File: config.mk
export PLATFORM = sky130hd
export DESIGN_NAME = pnm_pin_mux
export DESIGN_NICKNAME = d
export VERILOG_FILES = /design/src/hw/pnm_pkg.sv /design/src/hw/pnm_pin_mux.sv
export SDC_FILE = /design/constraint.sdc
export NUM_CORES = 1
export LEC_CHECK = 0
export ABC_AREA = 1
export BUFFER_PORTS_ARGS = -buffer_cell sky130_fd_sc_hd__buf_4
export CAP_MARGIN = 15
export CORE_MARGIN = 2
export CORE_UTILIZATION = 46
export CTS_BUF_LIST = sky130_fd_sc_hd__clkbuf_4 sky130_fd_sc_hd__clkbuf_8
export DETAILED_ROUTE_END_ITERATION = 10
export GPL_ROUTABILITY_DRIVEN = 0
export GPL_TIMING_DRIVEN = 0
export HOLD_SLACK_MARGIN = 0.1
export PLACE_DENSITY = 0.81
export SYNTH_ARGS = -nofsm -noshare
export SYNTH_HDL_FRONTEND = slang
export SYNTH_SLANG_ARGS = --single-unit
File: constraint.sdc
create_clock -name clk_i -period 1 [get_ports clk_i]
set_input_delay 0.05 -clock clk_i [delete_from_list [all_inputs] [get_ports clk_i]]
set_output_delay 0.05 -clock clk_i [all_outputs]
set_load 0.005 [all_outputs]
File: src/hw/pnm_pkg.sv
/*
 * Constants for the nine-port and auxiliary-port pin multiplexer.
 * Assumes nothing beyond a SystemVerilog compiler.
 */
package pnm_pkg;

	// Select codes, written as {select_high, select_low}.
	localparam logic [1:0] PNM_SEL_GPIO = 2'h0;
	localparam logic [1:0] PNM_SEL_LOW  = 2'h1;
	localparam logic [1:0] PNM_SEL_HIGH = 2'h2;
	localparam logic [1:0] PNM_SEL_BOTH = 2'h3;

	// Port widths and pin positions.
	localparam int PNM_NINE_W = 4;
	localparam int PNM_AUX_W  = 8;
	localparam int PNM_JTAG_W = 4;
	localparam int PNM_LF_IN  = 4;
	localparam int PNM_LF_OUT = 5;
	localparam int PNM_HF_IN  = 6;
	localparam int PNM_HF_OUT = 7;

	// Test-pin positions on the auxiliary port.
	localparam int PNM_TDO = 0;
	localparam int PNM_TDI = 1;
	localparam int PNM_TMS = 2;
	localparam int PNM_TCK = 3;

	// Reset values of the registered pad controls.
	localparam logic [7:0] PNM_RST_OUT = 8'h00;
	localparam logic [7:0] PNM_RST_OE  = 8'hff;

	// Comparator input-select codes that reach pins 0 to 3.
	localparam logic [3:0] PNM_CMP_FIRST = 4'ha;

endpackage

File: src/hw/pnm_pin_mux.sv
/*
 * Pin multiplexer for four nine-port pins and eight auxiliary-port pins.
 * Assumes pad cells outside: each auxiliary pad takes out, an active-low output
 * enable, a pull-up request and an input-buffer enable, each nine-port pad out,
 * an active-low output enable and a segment enable; each pad returns its
 * synchronised-here raw level. Peripheral and clock signals come from the
 * same clock domain as clk_i or are treated as levels sampled here.
 */
//
// Summary of operation
// Nine-port pin with selects 00 and no segment is plain I/O by direction.
// Nine pin 0 selects 01 is timer1 ch0; pins 1-3 selects 10 give clocks.
// Unassigned select with direction 1 drives the pin from ground.
// Segment enable makes a nine-port pin an LCD segment line.
// Aux pins 0-3 selects 01 output clocks; selects 11 give peripheral links.
// Aux pins 0-3 selects 10 output the CPU status flags.
// Pad-disable bit turns off driver and input, pin becomes analog input.
// Comparator selecting a pin disables its driver and input buffer.
// While test mode is active the test module sets test-pin direction.
// Test mode enters by system control or four-wire debug entry.
// In test mode selects and pad-disable bits do not touch test pins.
// Test mode enables pull-ups on mode, clock and data-in test pins.
// Aux pin 4 with selects 01 is the low-frequency oscillator input.
// Low-frequency crystal mode uses pins 4 and 5; pin 5 selects ignored.
// Low-frequency bypass takes an external clock; pin 5 is plain I/O.
// Pin 5 with any select set has no input and drives low on output.
// Aux pin 6 with selects 01 is the high-frequency oscillator input.
// High-frequency crystal mode uses pins 6 and 7; pin 7 selects ignored.
// High-frequency bypass takes an external clock; pin 7 is plain I/O.
// Pin 7 with any select set has no input and drives low on output.
// After reset aux pins 0-3 are plain I/O with selects and pad-disable 0.
`timescale 1ns/1ps

module pnm_pin_mux
	import pnm_pkg::*;
(
	input  wire logic                  clk_i,
	input  wire logic                  rst_n_i,
	// Nine-port controls and data.
	input  wire logic [PNM_NINE_W-1:0] nine_port_direction_bit_i,
	input  wire logic [PNM_NINE_W-1:0] nine_port_select_high_i,
	input  wire logic [PNM_NINE_W-1:0] nine_port_select_low_i,
	input  wire logic [PNM_NINE_W-1:0] lcd_segment_enable_i,
	input  wire logic [PNM_NINE_W-1:0] nine_port_out_i,
	input  wire logic [PNM_NINE_W-1:0] nine_pad_in_i,
	output logic      [PNM_NINE_W-1:0] nine_pad_out_o,
	output logic      [PNM_NINE_W-1:0] nine_pad_oe_n_o,
	output logic      [PNM_NINE_W-1:0] nine_pad_lcd_o,
	output logic      [PNM_NINE_W-1:0] nine_port_in_o,
	// Auxiliary-port controls and data.
	input  wire logic [PNM_AUX_W-1:0]  aux_port_direction_bit_i,
	input  wire logic [PNM_AUX_W-1:0]  aux_port_select_high_i,
	input  wire logic [PNM_AUX_W-1:0]  aux_port_select_low_i,
	input  wire logic [PNM_AUX_W-1:0]  aux_port_pull_enable_i,
	input  wire logic [PNM_AUX_W-1:0]  aux_port_out_i,
	input  wire logic [PNM_AUX_W-1:0]  aux_pad_in_i,
	output logic      [PNM_AUX_W-1:0]  aux_pad_out_o,
	output logic      [PNM_AUX_W-1:0]  aux_pad_oe_n_o,
	output logic      [PNM_AUX_W-1:0]  aux_pad_pull_o,
	output logic      [PNM_AUX_W-1:0]  aux_pad_in_en_o,
	output logic      [PNM_AUX_W-1:0]  aux_port_in_o,
	// Comparator controls.
	input  wire logic [PNM_JTAG_W-1:0] comparator_pad_disable_i,
	input  wire logic [3:0]            comparator_input_select_i,
	input  wire logic                  comparator_select_valid_i,
	output logic      [PNM_JTAG_W-1:0] comparator_analog_input_o,
	// Test-port controls.
	input  wire logic                  system_control_unit_jtag_i,
	input  wire logic                  debug_four_wire_entry_i,
	input  wire logic [PNM_JTAG_W-1:0] jtag_dir_i,
	input  wire logic [PNM_JTAG_W-1:0] jtag_out_i,
	output logic      [PNM_JTAG_W-1:0] jtag_in_o,
	output logic                       jtag_active_o,
	// Oscillator controls.
	input  wire logic                  low_freq_bypass_i,
	input  wire logic                  high_freq_bypass_i,
	output logic                       low_freq_crystal_en_o,
	output logic                       low_freq_ext_clock_en_o,
	output logic                       low_freq_crystal_in_o,
	output logic                       high_freq_crystal_en_o,
	output logic                       high_freq_ext_clock_en_o,
	output logic                       high_freq_crystal_in_o,
	// Peripheral and clock sources.
	input  wire logic                  timer1_ch0_output_i,
	input  wire logic                  aux_clock_i,
	input  wire logic                  sub_main_clock_i,
	input  wire logic                  main_clock_i,
	input  wire logic                  rtc_clock_output_i,
	input  wire logic                  clock_gen1_off_flag_i,
	input  wire logic                  clock_gen0_off_flag_i,
	input  wire logic                  oscillator_shutdown_flag_i,
	input  wire logic                  cpu_halt_flag_i,
	input  wire logic                  timer_b_ch6_output_i,
	// Peripheral inputs.
	output logic                       timer1_ch0_capture_b_o,
	output logic                       dma_external_trigger0_o,
	output logic                       timer4_external_clock_o,
	output logic                       timer_b_hiz_control_o,
	output logic                       timer_b_ch6_capture_a_o
);

	// Pad inputs cross from outside: three stages, second and third agree.
	logic [PNM_NINE_W-1:0] n_s1_q, n_s2_q, n_s3_q, n_st_q, n_st_d;
	logic [PNM_AUX_W-1:0]  a_s1_q, a_s2_q, a_s3_q, a_st_q, a_st_d;

	// Combinational pad controls, registered before leaving the block.
	logic [PNM_NINE_W-1:0] n_out_d, n_oe_n_d, n_lcd_d;
	logic [PNM_NINE_W-1:0] n_out_q, n_oe_n_q, n_lcd_q;
	logic [PNM_AUX_W-1:0]  a_out_d, a_oe_n_d, a_pull_d, a_ien_d;
	logic [PNM_AUX_W-1:0]  a_out_q, a_oe_n_q, a_pull_q, a_ien_q;
	logic [PNM_JTAG_W-1:0] ana_d, ana_q;
	logic                  jtag_d, jtag_q;

	// Two-bit select code of pin i.
	function automatic logic [1:0] sel_of(input logic hi, input logic lo);
		sel_of = {hi, lo};
	endfunction

	// Stable level: follow stage three only once stages two and three agree.
	always_comb
	begin
		n_st_d = n_st_q;
		a_st_d = a_st_q;
		for (int i = 0; i < PNM_NINE_W; i++)
			if (n_s2_q[i] == n_s3_q[i])
				n_st_d[i] = n_s3_q[i];
		for (int i = 0; i < PNM_AUX_W; i++)
			if (a_s2_q[i] == a_s3_q[i])
				a_st_d[i] = a_s3_q[i];
	end

	// Synchroniser stages and the filtered level.
	always_ff @(posedge clk_i or negedge rst_n_i)
	begin
		if (!rst_n_i)
		begin
			n_s1_q <= '0;
			n_s2_q <= '0;
			n_s3_q <= '0;
			n_st_q <= '0;
			a_s1_q <= '0;
			a_s2_q <= '0;
			a_s3_q <= '0;
			a_st_q <= '0;
		end
		else
		begin
			n_s1_q <= nine_pad_in_i;
			n_s2_q <= n_s1_q;
			n_s3_q <= n_s2_q;
			n_st_q <= n_st_d;
			a_s1_q <= aux_pad_in_i;
			a_s2_q <= a_s1_q;
			a_s3_q <= a_s2_q;
			a_st_q <= a_st_d;
		end
	end

	// Nine-port function selection; segment enable beats everything.
	always_comb
	begin
		logic [1:0] s;
		logic       d;
		s = '0;
		d = 1'b0;
		n_out_d  = '0;
		n_oe_n_d = '1;
		n_lcd_d  = '0;
		for (int i = 0; i < PNM_NINE_W; i++)
		begin
			s = sel_of(nine_port_select_high_i[i], nine_port_select_low_i[i]);
			d = nine_port_direction_bit_i[i];
			if (lcd_segment_enable_i[i])
				n_lcd_d[i] = 1'b1;
			else
			begin
				n_oe_n_d[i] = ~d;
				case (s)
					PNM_SEL_GPIO: n_out_d[i] = nine_port_out_i[i];
					PNM_SEL_LOW:
						n_out_d[i] = (i == 0) ? timer1_ch0_output_i
							: 1'b0;
					PNM_SEL_HIGH:
						case (i)
							1: n_out_d[i] = sub_main_clock_i;
							2: n_out_d[i] = main_clock_i;
							3: n_out_d[i] = aux_clock_i;
							default: n_out_d[i] = 1'b0;
						endcase
					default: n_out_d[i] = 1'b0;
				endcase
			end
		end
	end

	// Auxiliary-port function selection, test mode and oscillators.
	always_comb
	begin
		logic [1:0] s;
		logic       d;
		logic       jt;
		logic       lf_osc, hf_osc;
		logic [PNM_JTAG_W-1:0] cmp_sel;
		s = '0;
		d = 1'b0;
		jt = system_control_unit_jtag_i | debug_four_wire_entry_i;
		jtag_d = jt;
		lf_osc = sel_of(aux_port_select_high_i[PNM_LF_IN],
			aux_port_select_low_i[PNM_LF_IN]) == PNM_SEL_LOW;
		hf_osc = sel_of(aux_port_select_high_i[PNM_HF_IN],
			aux_port_select_low_i[PNM_HF_IN]) == PNM_SEL_LOW;
		cmp_sel = '0;
		for (int i = 0; i < PNM_JTAG_W; i++)
			cmp_sel[i] = comparator_select_valid_i &&
				(comparator_input_select_i == PNM_CMP_FIRST + 4'(i));
		a_out_d  = '0;
		a_oe_n_d = '1;
		a_ien_d  = '1;
		a_pull_d = aux_port_pull_enable_i;
		ana_d    = '0;
		for (int i = 0; i < PNM_AUX_W; i++)
		begin
			s = sel_of(aux_port_select_high_i[i], aux_port_select_low_i[i]);
			d = aux_port_direction_bit_i[i];
			if (i < PNM_JTAG_W && jt)
			begin
				// Test module owns direction and data.
				a_oe_n_d[i] = ~jtag_dir_i[i];
				a_out_d[i]  = jtag_out_i[i];
				if (i != PNM_TDO)
					a_pull_d[i] = 1'b1;
			end
			else if (i < PNM_JTAG_W &&
				(comparator_pad_disable_i[i] || cmp_sel[i]))
			begin
				a_ien_d[i] = 1'b0;
				ana_d[i]   = 1'b1;
			end
			else if (i < PNM_JTAG_W)
			begin
				a_oe_n_d[i] = ~d;
				case (s)
					PNM_SEL_GPIO: a_out_d[i] = aux_port_out_i[i];
					PNM_SEL_LOW:
						case (i)
							0: a_out_d[i] = aux_clock_i;
							1: a_out_d[i] = sub_main_clock_i;
							2: a_out_d[i] = main_clock_i;
							default: a_out_d[i] = rtc_clock_output_i;
						endcase
					PNM_SEL_HIGH:
						case (i)
							0: a_out_d[i] = clock_gen1_off_flag_i;
							1: a_out_d[i] = clock_gen0_off_flag_i;
							2: a_out_d[i] = oscillator_shutdown_flag_i;
							default: a_out_d[i] = cpu_halt_flag_i;
						endcase
					default:
						a_out_d[i] = (i == PNM_TCK) ? timer_b_ch6_output_i
							: 1'b0;
				endcase
			end
			else if ((i == PNM_LF_IN && lf_osc) || (i == PNM_HF_IN && hf_osc))
			begin
				// Oscillator input: no digital driver or buffer.
				a_ien_d[i] = 1'b0;
			end
			else if ((i == PNM_LF_OUT && lf_osc && !low_freq_bypass_i) ||
				(i == PNM_HF_OUT && hf_osc && !high_freq_bypass_i))
			begin
				a_ien_d[i] = 1'b0;
			end
			else if ((i == PNM_LF_OUT || i == PNM_HF_OUT) && s != PNM_SEL_GPIO
				&& !((i == PNM_LF_OUT && lf_osc) ||
				(i == PNM_HF_OUT && hf_osc)))
			begin
				a_ien_d[i]  = 1'b0;
				a_oe_n_d[i] = ~d;
				a_out_d[i]  = 1'b0;
			end
			else if ((i == PNM_LF_IN || i == PNM_HF_IN) && s != PNM_SEL_GPIO)
			begin
				a_oe_n_d[i] = ~d;
				a_out_d[i]  = 1'b0;
			end
			else
			begin
				a_oe_n_d[i] = ~d;
				a_out_d[i]  = aux_port_out_i[i];
			end
		end
	end

	// Registered pad controls; defaults leave every pad as an input.
	always_ff @(posedge clk_i or negedge rst_n_i)
	begin
		if (!rst_n_i)
		begin
			n_out_q  <= PNM_RST_OUT[PNM_NINE_W-1:0];
			n_oe_n_q <= PNM_RST_OE[PNM_NINE_W-1:0];
			n_lcd_q  <= '0;
			a_out_q  <= PNM_RST_OUT;
			a_oe_n_q <= PNM_RST_OE;
			a_pull_q <= '0;
			a_ien_q  <= '1;
			ana_q    <= '0;
			jtag_q   <= 1'b0;
		end
		else
		begin
			n_out_q  <= n_out_d;
			n_oe_n_q <= n_oe_n_d;
			n_lcd_q  <= n_lcd_d;
			a_out_q  <= a_out_d;
			a_oe_n_q <= a_oe_n_d;
			a_pull_q <= a_pull_d;
			a_ien_q  <= a_ien_d;
			ana_q    <= ana_d;
			jtag_q   <= jtag_d;
		end
	end

	// Pad-facing outputs come straight from flip-flops.
	assign nine_pad_out_o            = n_out_q;
	assign nine_pad_oe_n_o           = n_oe_n_q;
	assign nine_pad_lcd_o            = n_lcd_q;
	assign aux_pad_out_o             = a_out_q;
	assign aux_pad_oe_n_o            = a_oe_n_q;
	assign aux_pad_pull_o            = a_pull_q;
	assign aux_pad_in_en_o           = a_ien_q;
	assign comparator_analog_input_o = ana_q;
	assign jtag_active_o             = jtag_q;

	// Input routing uses the filtered level, gated by the buffer enable (aux), segment enable (nine) or test mode (test pins).
	assign nine_port_in_o = n_st_q & ~n_lcd_q;
	assign aux_port_in_o  = a_st_q & a_ien_q;
	assign jtag_in_o      = jtag_q ? a_st_q[PNM_JTAG_W-1:0] : '0;

	// Peripheral inputs are only live when their select picks them.
	assign timer1_ch0_capture_b_o  = a_n_sel(0, PNM_SEL_LOW)
		& n_st_q[0];
	assign dma_external_trigger0_o = a_sel(PNM_TDO) & aux_port_in_o[PNM_TDO];
	assign timer4_external_clock_o = a_sel(PNM_TDI) & aux_port_in_o[PNM_TDI];
	assign timer_b_hiz_control_o   = a_sel(PNM_TMS) & aux_port_in_o[PNM_TMS];
	assign timer_b_ch6_capture_a_o = a_sel(PNM_TCK) & aux_port_in_o[PNM_TCK];

	// Oscillator status toward the clock system.
	assign low_freq_crystal_in_o    = aux_pad_in_i[PNM_LF_IN];
	assign high_freq_crystal_in_o   = aux_pad_in_i[PNM_HF_IN];
	assign low_freq_crystal_en_o    = ~a_ien_q[PNM_LF_OUT]
		& ~low_freq_bypass_i & ~a_ien_q[PNM_LF_IN];
	assign low_freq_ext_clock_en_o  = ~a_ien_q[PNM_LF_IN]
		& low_freq_bypass_i;
	assign high_freq_crystal_en_o   = ~a_ien_q[PNM_HF_OUT]
		& ~high_freq_bypass_i & ~a_ien_q[PNM_HF_IN];
	assign high_freq_ext_clock_en_o = ~a_ien_q[PNM_HF_IN]
		& high_freq_bypass_i;

	// Auxiliary pin i selected 11, input direction, not in test mode.
	function automatic logic a_sel(input int i);
		a_sel = !jtag_q && aux_port_select_high_i[i]
			&& aux_port_select_low_i[i] && !aux_port_direction_bit_i[i];
	endfunction
	// Nine-port pin i selected as given, input direction, no segment.
	function automatic logic a_n_sel(input int i, input logic [1:0] s);
		a_n_sel = !lcd_segment_enable_i[i] && !nine_port_direction_bit_i[i]
			&& sel_of(nine_port_select_high_i[i],
			nine_port_select_low_i[i]) == s;
	endfunction
endmodule

## Word level (Yosys, flattened, before mapping)

Index checks and enable logic that the tools add are counted.

| cells by class | value |
|---|---|
| $add $sub $neg | 0 |
| muxes and demuxes | 74 |
| shifts and indexed selects | 0 |
| div/mod/pow operators | 0 |
| bitwise logic cells | 37 |
| reduce and logical (&&, ||, !) cells | 49 |
| equal/unequal tests | 30 |
| magnitude comparators | 0 |
| multiply operators | 0 |

Operators with widths:

| cell | count |
|---|---|
| $mux W1 | 65 |
| $logic_and A1 B1 Y1 | 22 |
| $not A1 Y1 | 22 |
| $eq A4 B4 Y1 const B | 4 |
| $logic_not A2 Y1 | 8 |
| $eq A2 B1 Y1 const B | 7 |
| $eq A2 B2 Y1 const B | 7 |
| $eq A1 B1 Y1 | 12 |
| $pmux W1 S3 | 4 |
| $and A1 B1 Y1 | 11 |
| $logic_not A1 Y1 | 11 |
| $and A8 B8 Y8 | 1 |
| $pmux W1 S2 | 4 |
| $reduce_bool A2 Y1 | 4 |
| $and A4 B4 Y4 | 1 |
| $logic_or A1 B1 Y1 | 4 |
| $mux W4 | 1 |
| $not A4 Y4 | 1 |
| $or A1 B1 Y1 | 1 |

| word-level totals | value |
|---|---|
| latch bits | 0 |
| output and inout port bits | 76 |
| memories kept | 0 |
| register bits after elaboration | 97 |
| memory bits (writable) | 0 |
| ROM bits | 0 |

## Logic depth before layout (Yosys ltp)

Gate-level depths: netlist of run 1.

| depth | value |
|---|---|
| depth after elaboration | 5 |
| gate-level depth with buffers | 8 |
| mapped depth without buffers | 8 |

## Worst setup path before layout of run 1

No wires, ideal clock.

| timing path | value |
|---|---|
| kind | reg2out |
| start point | reg jtag_q (netlist: jtag_active_o) |
| end point | out dma_external_trigger0_o |
| stages on the path, launching flop included | 3 |
| arrival | 865 ps |
| setup slack | 85 ps |
| cell sequence | dfrtp_1 -> clkbuf_1 -> nor4_1 |

| between the ends | value |
|---|---|
| cells in the longest elaborated chain, start to end | 5 |

Ends and longest elaborated chain:

| element | line | source |
|---|---|---|
| from (decl) | pnm_pin_mux.sv:112 | `logic jtag_d, jtag_q;` |
| from (signal assigned) | pnm_pin_mux.sv:319 | `jtag_q <= jtag_d;` |
| $logic_not A1 Y1 | pnm_pin_mux.sv:361 | `a_sel = !jtag_q && aux_port_select_high_i[i]` |
| $logic_and A1 B1 Y1 | pnm_pin_mux.sv:361 |  |
| $logic_and A1 B1 Y1 (2 in a row) | pnm_pin_mux.sv:362 | `&& aux_port_select_low_i[i] && !aux_port_direction_bit_i[i];` |
| $and A1 B1 Y1 | pnm_pin_mux.sv:342 | `assign dma_external_trigger0_o = a_sel(PNM_TDO) & aux_port_in_o[PNM_TDO];` |
| to (decl) | pnm_pin_mux.sv:96 | `output logic dma_external_trigger0_o,` |

No other way between the ends.

## Final worst setup path of run 1

| timing path | value |
|---|---|
| start point | reg jtag_q (netlist: jtag_active_o) |
| end point | out timer_b_hiz_control_o |

| between the ends | value |
|---|---|
| cells in the longest elaborated chain, start to end | 5 |

Ends and longest elaborated chain:

| element | line | source |
|---|---|---|
| $logic_not A1 Y1 | pnm_pin_mux.sv:361 |  |
| $logic_and A1 B1 Y1 | pnm_pin_mux.sv:361 |  |
| $logic_and A1 B1 Y1 (2 in a row) | pnm_pin_mux.sv:362 |  |
| $and A1 B1 Y1 | pnm_pin_mux.sv:344 | `assign timer_b_hiz_control_o = a_sel(PNM_TMS) & aux_port_in_o[PNM_TMS];` |
| to (decl) | pnm_pin_mux.sv:98 | `output logic timer_b_hiz_control_o,` |

No other way between the ends.

==> run_results.csv, run 1 <==
group,metric,value,unit
sta,period_share,147,%
global_routing,grt_max_degree,98,
synthesis,synth_edf_count,0,
die,io_pins,181,
synthesis,synth_seq_cells,97,
worst_setup_path,worst_path_largest_cell_delay,0.43,ns
finish,area_growth,88.2,%
power,p_per_area,1330,nW/um2
worst_setup_path,worst-endpoint-required,0.95,ns
cts,htreeDepth,3,
worst_setup_path,crit_path_cell_trace,"buf_8 -> nor4_4 -> buf_4",
routing,drc_errors,0,
finish,num-fill-cells,294,
sta,slew_viol_final,0,
sta,finalSetupViolations,52,
global_routing,grt_pass1_vias,3697,
sta,relSlewSlack,56.3,%
routing,dr.pass1.iters,4,
die,rows,31,
power,ir_drop,0.782,mV
synthesis,async_reset_ff_share,100,%
synthesis,yosys.area_share.simple,15.4,%
power,design_power_total,8.63,mW
cts,clock-sinks,97,
synthesis,syn_nets,410,
global_routing,gr-usage-all-layers,29.1,%
sta,skew,0.0122,ns
place,place_inst,584,
die,die_area,8220,um2
die,die_w,90.7,um
worst_setup_path,cp.arrival,1.42,ns
worst_setup_path,end_kind,"output pin",
global_routing,antenna_found_initial,0,
finish,final_common_cell,"buf_4",
finish,post-route-util,89.6,%
outcome,status,"complete, but fails checks",
hold_path,hold_path.class,"primary input to asynchronous set/reset pin",
place,port_buffers,180,
die,die_h,90.7,um
outcome,violations,"negative hold slack, negative setup slack",
sta,worstMarginPinSlew,0.655,ns
run,cap_violations,0,
synthesis,netlist_instances,305,
synthesis,ys_types,22,
synthesis,netlist_area,3460,um2
finish,fin_cells,711,
synthesis,synth_compound_area_share,3.08,%
synthesis,synth_warnings,0,
finish,final_area,6500,um2
synthesis,syn_avg_cell_area,11.3,um2
sta,holdWs,-0.275,ns
routing,antenna_left,0,
global_routing,grt_pass1_wl,18500,um
finish,drive_above_1_share,47.3,%
finish,layout_common_cells,"buf_4 (157), dlygate4sd3_1 (95), dfrtp_1 (77)",
cts,cts_buffers,9,
worst_setup_path,cpMaxStageDelayCell,"dfrtp_1",
synthesis,synthXorXnorAreaFrac,0,%
die,start_util,47.6,%
worst_setup_path,crit_type,"flip-flop to output pin",
routing,avgRoutedWirePerCell,18.3,um
synthesis,synth-seq-area-share,71.0,%
sta,fin_ws,-0.467,ns
synthesis,synth-adder-area-share,3.48,%
sta,rsz0062_at_grt,"true",
routing,viasPerCell,4.92,
synthesis,ys.flop_type,"dfrtp_1",
power,leakage,3.27,nW
finish,layout.nets,711,
worst_setup_path,crit_buf_inv,2,
cts,clkTransAtPathRegs,0.10,ns
sta,finalCriticalPeriod,1.47,ns
routing,drt_first_iter_violations,157,
routing,vias,3498,
global_routing,gr-total-overflow,0,
synthesis,synth_top_family_by_area,"simple AND/OR/NAND/NOR gates",
sta,hold_violations,40,
cts,cts_tree,"built",
sta,clock.fmax,682,MHz
worst_setup_path,crit_fanout,7,
cts,cts-root-buf,"clkbuf_8",
cts,clk_path_buf_depth,2,
cts,clk_latency,0.35,ns
place,post_dp_cell_area,4930,um2
place,pre_cts_slack,-0.236,ns
synthesis,synthMuxAreaShare,0,%
routing,routed_wirelength,13000,um
place,place_hpwl,6090,um
die,core,7250,um2
worst_setup_path,cp_top_family,"flip-flops",
worst_setup_path,critPathLaunchType,"flip-flop",
## timing repair
action,CTS,global route
setup endpoints to repair,45,56
hold buffers,95,3
resized for setup,52,42
cloned,0,0
pin swaps,10,5
setup buffers,8,7
hold endpoints to repair,136,49
## logic make-up after synthesis
| family | count (synthesis) |
|---|---|
| compound gates | 16 |
| fa+ha+maj | 12 |
| buf+inv | 55 |
| flops | 97 |
| simple gates | 125 |
## cell usage after synthesis (3+ instances only)
library cell / instances / share of area, %
a21oi_1: 5 / 0.72
buf_6: 4 / 1.3
dfrtp_1: 77 / 56
dfstp_2: 20 / 15
inv_1: 47 / 5.1
maj3_1: 12 / 3.5
nand2_1: 70 / 7.6
nand3_1: 9 / 1.3
nor2_1: 27 / 2.9
nor2_2: 3 / 0.54
nor4_1: 6 / 1.1
o21ai_0: 7 / 1.0
or2_1: 3 / 0.54
or2_2: 3 / 0.54
## routing by layer
layer  global-route usage, %  vias up  part of all wire (%)
met5                       0        -                     0
met4                    11.5        0                   3.0
met3                    7.35       37                   7.9
met2                    53.7      198                    55
met1                    31.9     1736                    35
li1                        -     1527                     -
## flip-flops by register name, summed over array words and instances (netlist names), 4 cells and up
signal,flops
a_s1_q,8
a_s2_q,8
a_s3_q,8
a_st_q,8
aux_pad_in_en_o,8
aux_pad_oe_n_o,8
aux_pad_out_o,8
aux_pad_pull_o,8
comparator_analog_input_o,4
n_s1_q,4
n_s2_q,4
n_s3_q,4
n_st_q,4
nine_pad_lcd_o,4
nine_pad_oe_n_o,4
nine_pad_out_o,4
## final cells by class
class                   instances  area, um2  share of cell area, %
diodes                          1       2.50                 0.0385
plain buffers                   7       75.1                   1.15
clock buffers                  11        139                   2.14
clock inverters                 5       56.3                  0.866
inverters                      48        180                   2.77
multi-input cells             153        900                   13.8
flip-flops and latches         97       2450                   37.7
well taps                      99        124                   1.90
repair buffers                290       2570                   39.6
## report_power, final
| part | total [mW] | switching (mW) | internal (mW) |
|---|---|---|---|
| Combinational | 1.70 | 0.671 | 1.02 |
| Sequential | 4.36 | 0.163 | 4.19 |
| Clock | 2.57 | 1.36 | 1.22 |
| Total | 8.63 | 2.19 | 6.43 |
## worst paths after layout
path                       cells after the start                     to  slack [ns]                      start
min                                            1              a_s3_q[5]       -0.28                    rst_n_i
max reg2reg                                    1              a_st_q[1]        0.04                  a_st_q[1]
min in group clk_i                             5       aux_pad_out_o[3]        0.12  aux_port_select_high_i[3]
max in group asynchronous                      2      aux_pad_oe_n_o[2]        0.54                    rst_n_i
min reg2reg                                    0              a_s2_q[7]        0.36                  a_s1_q[7]
max                                            3  timer_b_hiz_control_o       -0.47              jtag_active_o
## metrics by stage
| step | setup TNS (ns) | hold WS (ns) |
|---|---|---|
| 2_1_floorplan | 0 | -0.246 |
| 3_3_place_gp | -5.99 | 0.160 |
| 3_5_place_dp | -7.78 | 0.160 |
| 4_1_cts | -6.50 | -0.0285 |
| 5_1_grt | -9.69 | -0.240 |
| 6_report | -7.68 | -0.275 |
(Power assumes the default switching activity.)
==> run 2: changes to the inputs <==
- HOLD_SLACK_MARGIN: 0.1 -> unset
- TNS_END_PERCENT: unset -> 30
- clock period: 1 -> 1.5 ns (I/O delays scaled with it)
==> run 2 against run 1 <==
Clock-buffer cell count unchanged. Register-to-register slack better by 0.52 ns. Hold slack better by 0.30 ns. Global-route usage down 4.0 points. Non-clock buffer count down 41. Clock skew down 0.0042 ns. The flow finishes with violations (negative setup slack). Highest routed layer unchanged. Largest cell class is now registers. Core utilization down 9.0 points.
==> run_results.csv, run 2 (synthesis results as in run 1) <==
group,metric,value,unit
cts,clk_latency,0.34,ns
die,core,7250,um2
global_routing,grt_pass1_wl,16100,um
die,io_pins,181,
die,die_h,90.7,um
worst_setup_path,worst-endpoint-required,1.42,ns
sta,hold_violations,0,
die,die_w,90.7,um
routing,vias,3111,
routing,drt_first_iter_violations,122,
place,place_hpwl,6090,um
sta,finalCriticalPeriod,1.51,ns
finish,area_growth,69.3,%
die,rows,31,
global_routing,grt_max_degree,98,
outcome,violations,"negative setup slack",
worst_setup_path,critPathLaunchType,"flip-flop",
cts,cts_tree,"built",
cts,cts_buffers,9,
sta,fin_ws,-0.0118,ns
hold_path,hold_path.class,"primary input to flip-flop",
routing,drc_errors,0,
cts,clk_path_buf_depth,2,
worst_setup_path,crit_fanout,2,
global_routing,grt_pass1_vias,3269,
finish,layout_common_cells,"buf_4 (184), dfrtp_1 (76), nand2_1 (69)",
routing,viasPerCell,4.65,
die,start_util,47.6,%
cts,clkTransAtPathRegs,0.09,ns
routing,dr.pass1.iters,4,
worst_setup_path,cp.arrival,1.44,ns
sta,period_share,101,%
place,place_inst,584,
finish,fin_cells,669,
outcome,status,"complete, but fails checks",
finish,final_area,5850,um2
place,post_dp_cell_area,4930,um2
sta,skew,0.00794,ns
die,die_area,8220,um2
global_routing,antenna_found_initial,0,
sta,worstMarginPinSlew,0.660,ns
routing,antenna_left,0,
worst_setup_path,crit_type,"flip-flop to output pin",
routing,avgRoutedWirePerCell,15.2,um
finish,num-fill-cells,402,
finish,drive_above_1_share,42.1,%
power,leakage,3.05,nW
cts,cts-root-buf,"clkbuf_8",
sta,clock.fmax,661,MHz
finish,diodes,0,
run,cap_violations,0,
power,p_per_area,931,nW/um2
cts,clock-sinks,97,
global_routing,gr-total-overflow,0,
finish,post-route-util,80.7,%
global_routing,gr-usage-all-layers,25.1,%
worst_setup_path,end_kind,"output pin",
sta,relSlewSlack,56.0,%
sta,slew_viol_final,0,
power,ir_drop,0.481,mV
sta,rsz0062_at_grt,"true",
finish,final_common_cell,"buf_4",
finish,layout.nets,670,
sta,finalSetupViolations,1,
cts,htreeDepth,3,
place,port_buffers,180,
routing,routed_wirelength,10200,um
run 2: final timing paths:
kind	from	endpoint	slack (ns)	depth (start not counted)
max reg2reg	a_st_q[2]	a_st_q[2]	0.56	1
min reg2reg	n_s1_q[0]	n_s2_q[0]	0.35	0
max	aux_pad_in_en_o[2]	timer_b_hiz_control_o	-0.01	3
min in group asynchronous	rst_n_i	aux_pad_out_o[6]	0.33	2
max in group asynchronous	rst_n_i	aux_pad_oe_n_o[2]	0.43	3
min	aux_port_direction_bit_i[1]	aux_pad_oe_n_o[1]	0.02	4
run 2: worst max-delay path, stage by stage, from the launching register on:
cell	delay (ns)
dfstp_2	0.58
nand2_4	0.07
nor4_4	0.29
buf_4	0.16
run 2: area by class of cell:
class	count	area (um2)	area share (%)
timing repair buffer	250	2060	35.2
sequential	97	2450	41.9
inverter	48	180	3.08
clock inverter	5	56.3	0.962
buffer	6	60.1	1.03
clock buffer	11	139	2.37
tap	99	124	2.12
multi-input combinational	153	782	13.4
run 2: report_power, final:
part / leakage (nW) / total [mW] / internal, mW / switching, mW
combinational: 1.82 / 0.903 / 0.547 / 0.356
sequential: 1.12 / 2.88 / 2.79 / 0.0859
clock: 0.101 / 1.66 / 0.810 / 0.852
total: 3.05 / 5.45 / 4.15 / 1.29
run 2: stage by stage:
stage / setup slack, ns / power (mW) / setup TNS, ns / hold WS, ns
final: -0.0118 / 5.45 / -0.0118 / 0.0201
after floorplan: 0.560 / 3.11 / 0 / -0.221
after global placement: 0.240 / 3.61 / 0 / 0.185
after CTS: 0.0153 / 5.43 / 0 / 0.0107
after global routing: -0.0553 / 5.67 / -0.119 / 0.0398
after detailed placement: 0.239 / 3.64 / 0 / 0.185
run 2: repair_timing:
action / 4_1_cts / 5_1_grt
hold endpoints to repair: 70 / 0
hold buffers: 67 / 0
setup buffers: 0 / 2
pin swaps: 0 / 1
gates resized for setup: 2 / 3
endpoints found under the setup margin: 6 / 3
run 2: layer usage:
layer | global-route usage, % | vias up | part of all wire (%)
met5 | 0 | - | 0
met4 | 8.21 | 0 | 1.6
met3 | 5.51 | 18 | 8.8
met2 | 45.6 | 175 | 53
met1 | 29.4 | 1476 | 37
li1 | - | 1442 | -
==> run 3: changes to the inputs <==
- GPL_ROUTABILITY_DRIVEN: 0 -> unset
- PLACE_DENSITY: 0.81 -> unset
- PLACE_DENSITY_LB_ADDON: unset -> 0.15
- clock period: 1.5 -> 1.4 ns (I/O delays scaled with it)
==> run 3 against run 2 <==
The run still ends with negative setup slack left. Routed wire length fell by 3.9%. Register-to-register slack got worse by 0.08 ns. Final area rose by 1.3%. Power rose by 8.6%. Non-clock buffer count rose by 2. Sequential power rose by 7%. Cell count rose by 0.30%. Critical path type unchanged.
==> run_results.csv, run 3 (synthesis results as in run 1) <==
group,metric,value,unit
sta,relSlewSlack,65.7,%
global_routing,grt_pass1_wl,15500,um
die,die_area,8220,um2
worst_setup_path,worstReg2RegEnd,"a_st_q[0]",
run,cap_violations,0,
sta,clock.fmax,668,MHz
die,core,7250,um2
global_routing,gr-total-overflow,0,
routing,antenna_left,0,
finish,area_growth,71.5,%
outcome,status,"complete, but fails checks",
worst_setup_path,timing.rr.start,"a_st_q[0]",
worst_setup_path,worst_path_largest_cell_delay,0.57,ns
hold_path,hp-start,"comparator_pad_disable_i[1]",
cts,cts_tree,"built",
worst_setup_path,crit_fanout,2,
sta,slew_viol_final,0,
cts,htreeDepth,3,
routing,avgRoutedWirePerCell,14.5,um
worst_setup_path,cpMaxStageDelayCell,"dfstp_2",
die,die_w,90.7,um
sta,finalCriticalPeriod,1.50,ns
sta,period_share,107,%
worst_setup_path,critPathLaunchType,"flip-flop",
worst_setup_path,worst-endpoint-required,1.33,ns
cts,clock-sinks,97,
die,start_util,47.6,%
sta,hold_violations,0,
place,port_buffers,180,
die,die_h,90.7,um
place,gp_congestion,0.805,
finish,final_common_cell,"buf_4",
cts,clkTransAtPathRegs,0.09,ns
power,ir_drop,0.602,mV
worst_setup_path,rrSetupSlack,0.48,ns
routing,vias,3069,
sta,skew,0.0102,ns
routing,drc_errors,0,
global_routing,gr-usage-all-layers,24.2,%
sta,holdWs,0.00853,ns
sta,finalSetupViolations,4,
routing,drt_first_iter_violations,140,
finish,num-fill-cells,408,
cts,cts-root-buf,"clkbuf_8",
worst_setup_path,reg2regPathDepth,1,
worst_setup_path,crit_type,"flip-flop to output pin",
die,io_pins,181,
worst_setup_path,cp.arrival,1.43,ns
place,pre_cts_slack,0.125,ns
routing,viasPerCell,4.57,
power,p_per_area,998,nW/um2
routing,dr.pass1.iters,4,
hold_path,hold_path.class,"primary input to flip-flop",
cts,clk_path_buf_depth,2,
finish,seqCellArea,2450,um2
worst_setup_path,crit_buf_inv,1,
finish,diodes,0,
cts,clk_latency,0.35,ns
hold_path,holdPathStages,3,
worst_setup_path,end_kind,"output pin",
global_routing,antenna_found_initial,0,
sta,fin_ws,-0.0962,ns
global_routing,grt_pass1_vias,3255,
power,design_power_total,5.91,mW
worst_setup_path,crit_path_cell_trace,"nand2_4 -> nor4_4 -> buf_4",
finish,multi_input_area,813,um2
global_routing,grt_max_degree,98,
place,place_hpwl,6080,um
sta,worstMarginPinSlew,0.514,ns
finish,layout.nets,672,
power,leakage,3.08,nW
finish,layout_common_cells,"buf_4 (185), dfrtp_1 (76), nand2_1 (67), dlygate4sd3_1 (67), inv_1 (47)",
hold_path,hold_path_end,"comparator_analog_input_o[1]",
sta,rsz0062_at_grt,"true",
die,rows,31,
routing,routed_wirelength,9760,um
outcome,violations,"negative setup slack",
worst_setup_path,cp_top_family,"flip-flops",
finish,drive_above_1_share,42.8,%
cts,cts_buffers,9,
run 3: how the worst max path moves through the flow:
stage | startpoint | endpoint | slack (ns) | cells past startpoint
5_1_grt | aux_pad_in_en_o[2] | timer_b_hiz_control_o | -0.13 | 3
2_1_floorplan | jtag_active_o | dma_external_trigger0_o | 0.47 | 2
3_3_place_gp | jtag_active_o | dma_external_trigger0_o | 0.15 | 3
6_report | aux_pad_in_en_o[2] | timer_b_hiz_control_o | -0.1 | 3
4_1_cts | aux_pad_in_en_o[0] | dma_external_trigger0_o | -0.07 | 3
3_5_place_dp | jtag_active_o | dma_external_trigger0_o | 0.13 | 3
run 3: final cells by class:
type | instances | share of cell area, %
Clock buffer | 12 | 2.68
Tap cell | 99 | 2.09
Inverter | 48 | 3.04
Timing Repair Buffer | 252 | 35.2
Buffer | 6 | 1.01
Sequential cell | 97 | 41.4
Clock inverter | 4 | 0.866
Multi-Input combinational cell | 153 | 13.7
run 3: report_power, final:
| part | internal [mW] | switching (mW) | leakage [nW] |
|---|---|---|---|
| registers | 2.99 | 0.0902 | 1.12 |
| logic | 0.594 | 0.383 | 1.85 |
| clock network | 0.945 | 0.907 | 0.106 |
| total | 4.53 | 1.38 | 3.08 |
run 3: timing repair:
action | CTS | global route
buffers inserted | 2 | 1
pin swaps | 1 | 2
endpoints found under the hold margin | 85 | 0
hold buffers | 68 | 0
gates cloned | 0 | 0
resized for setup | 4 | 9
endpoints found under the setup margin | 8 | 6
run 3: per-stage QoR:
stage          util (%)  TNS (ns)  cells  cell area, um2
6_report           81.7    -0.192    671            5930
5_1_grt            81.7    -0.439    671            5930
4_1_cts            80.7    -0.181    669            5850
3_5_place_dp       68.0         0    584            4930
3_3_place_gp       68.0         0    584            4930
2_1_floorplan         -         0    305            3460
run 3: layer usage:
metal  up-vias  share of wire [%]  track usage (%)
met5         -                  0                0
met4         0                1.6             8.59
met3        13                6.0             4.59
met2       118                 56             45.1
met1      1485                 37             27.3
li1       1453                  -                -
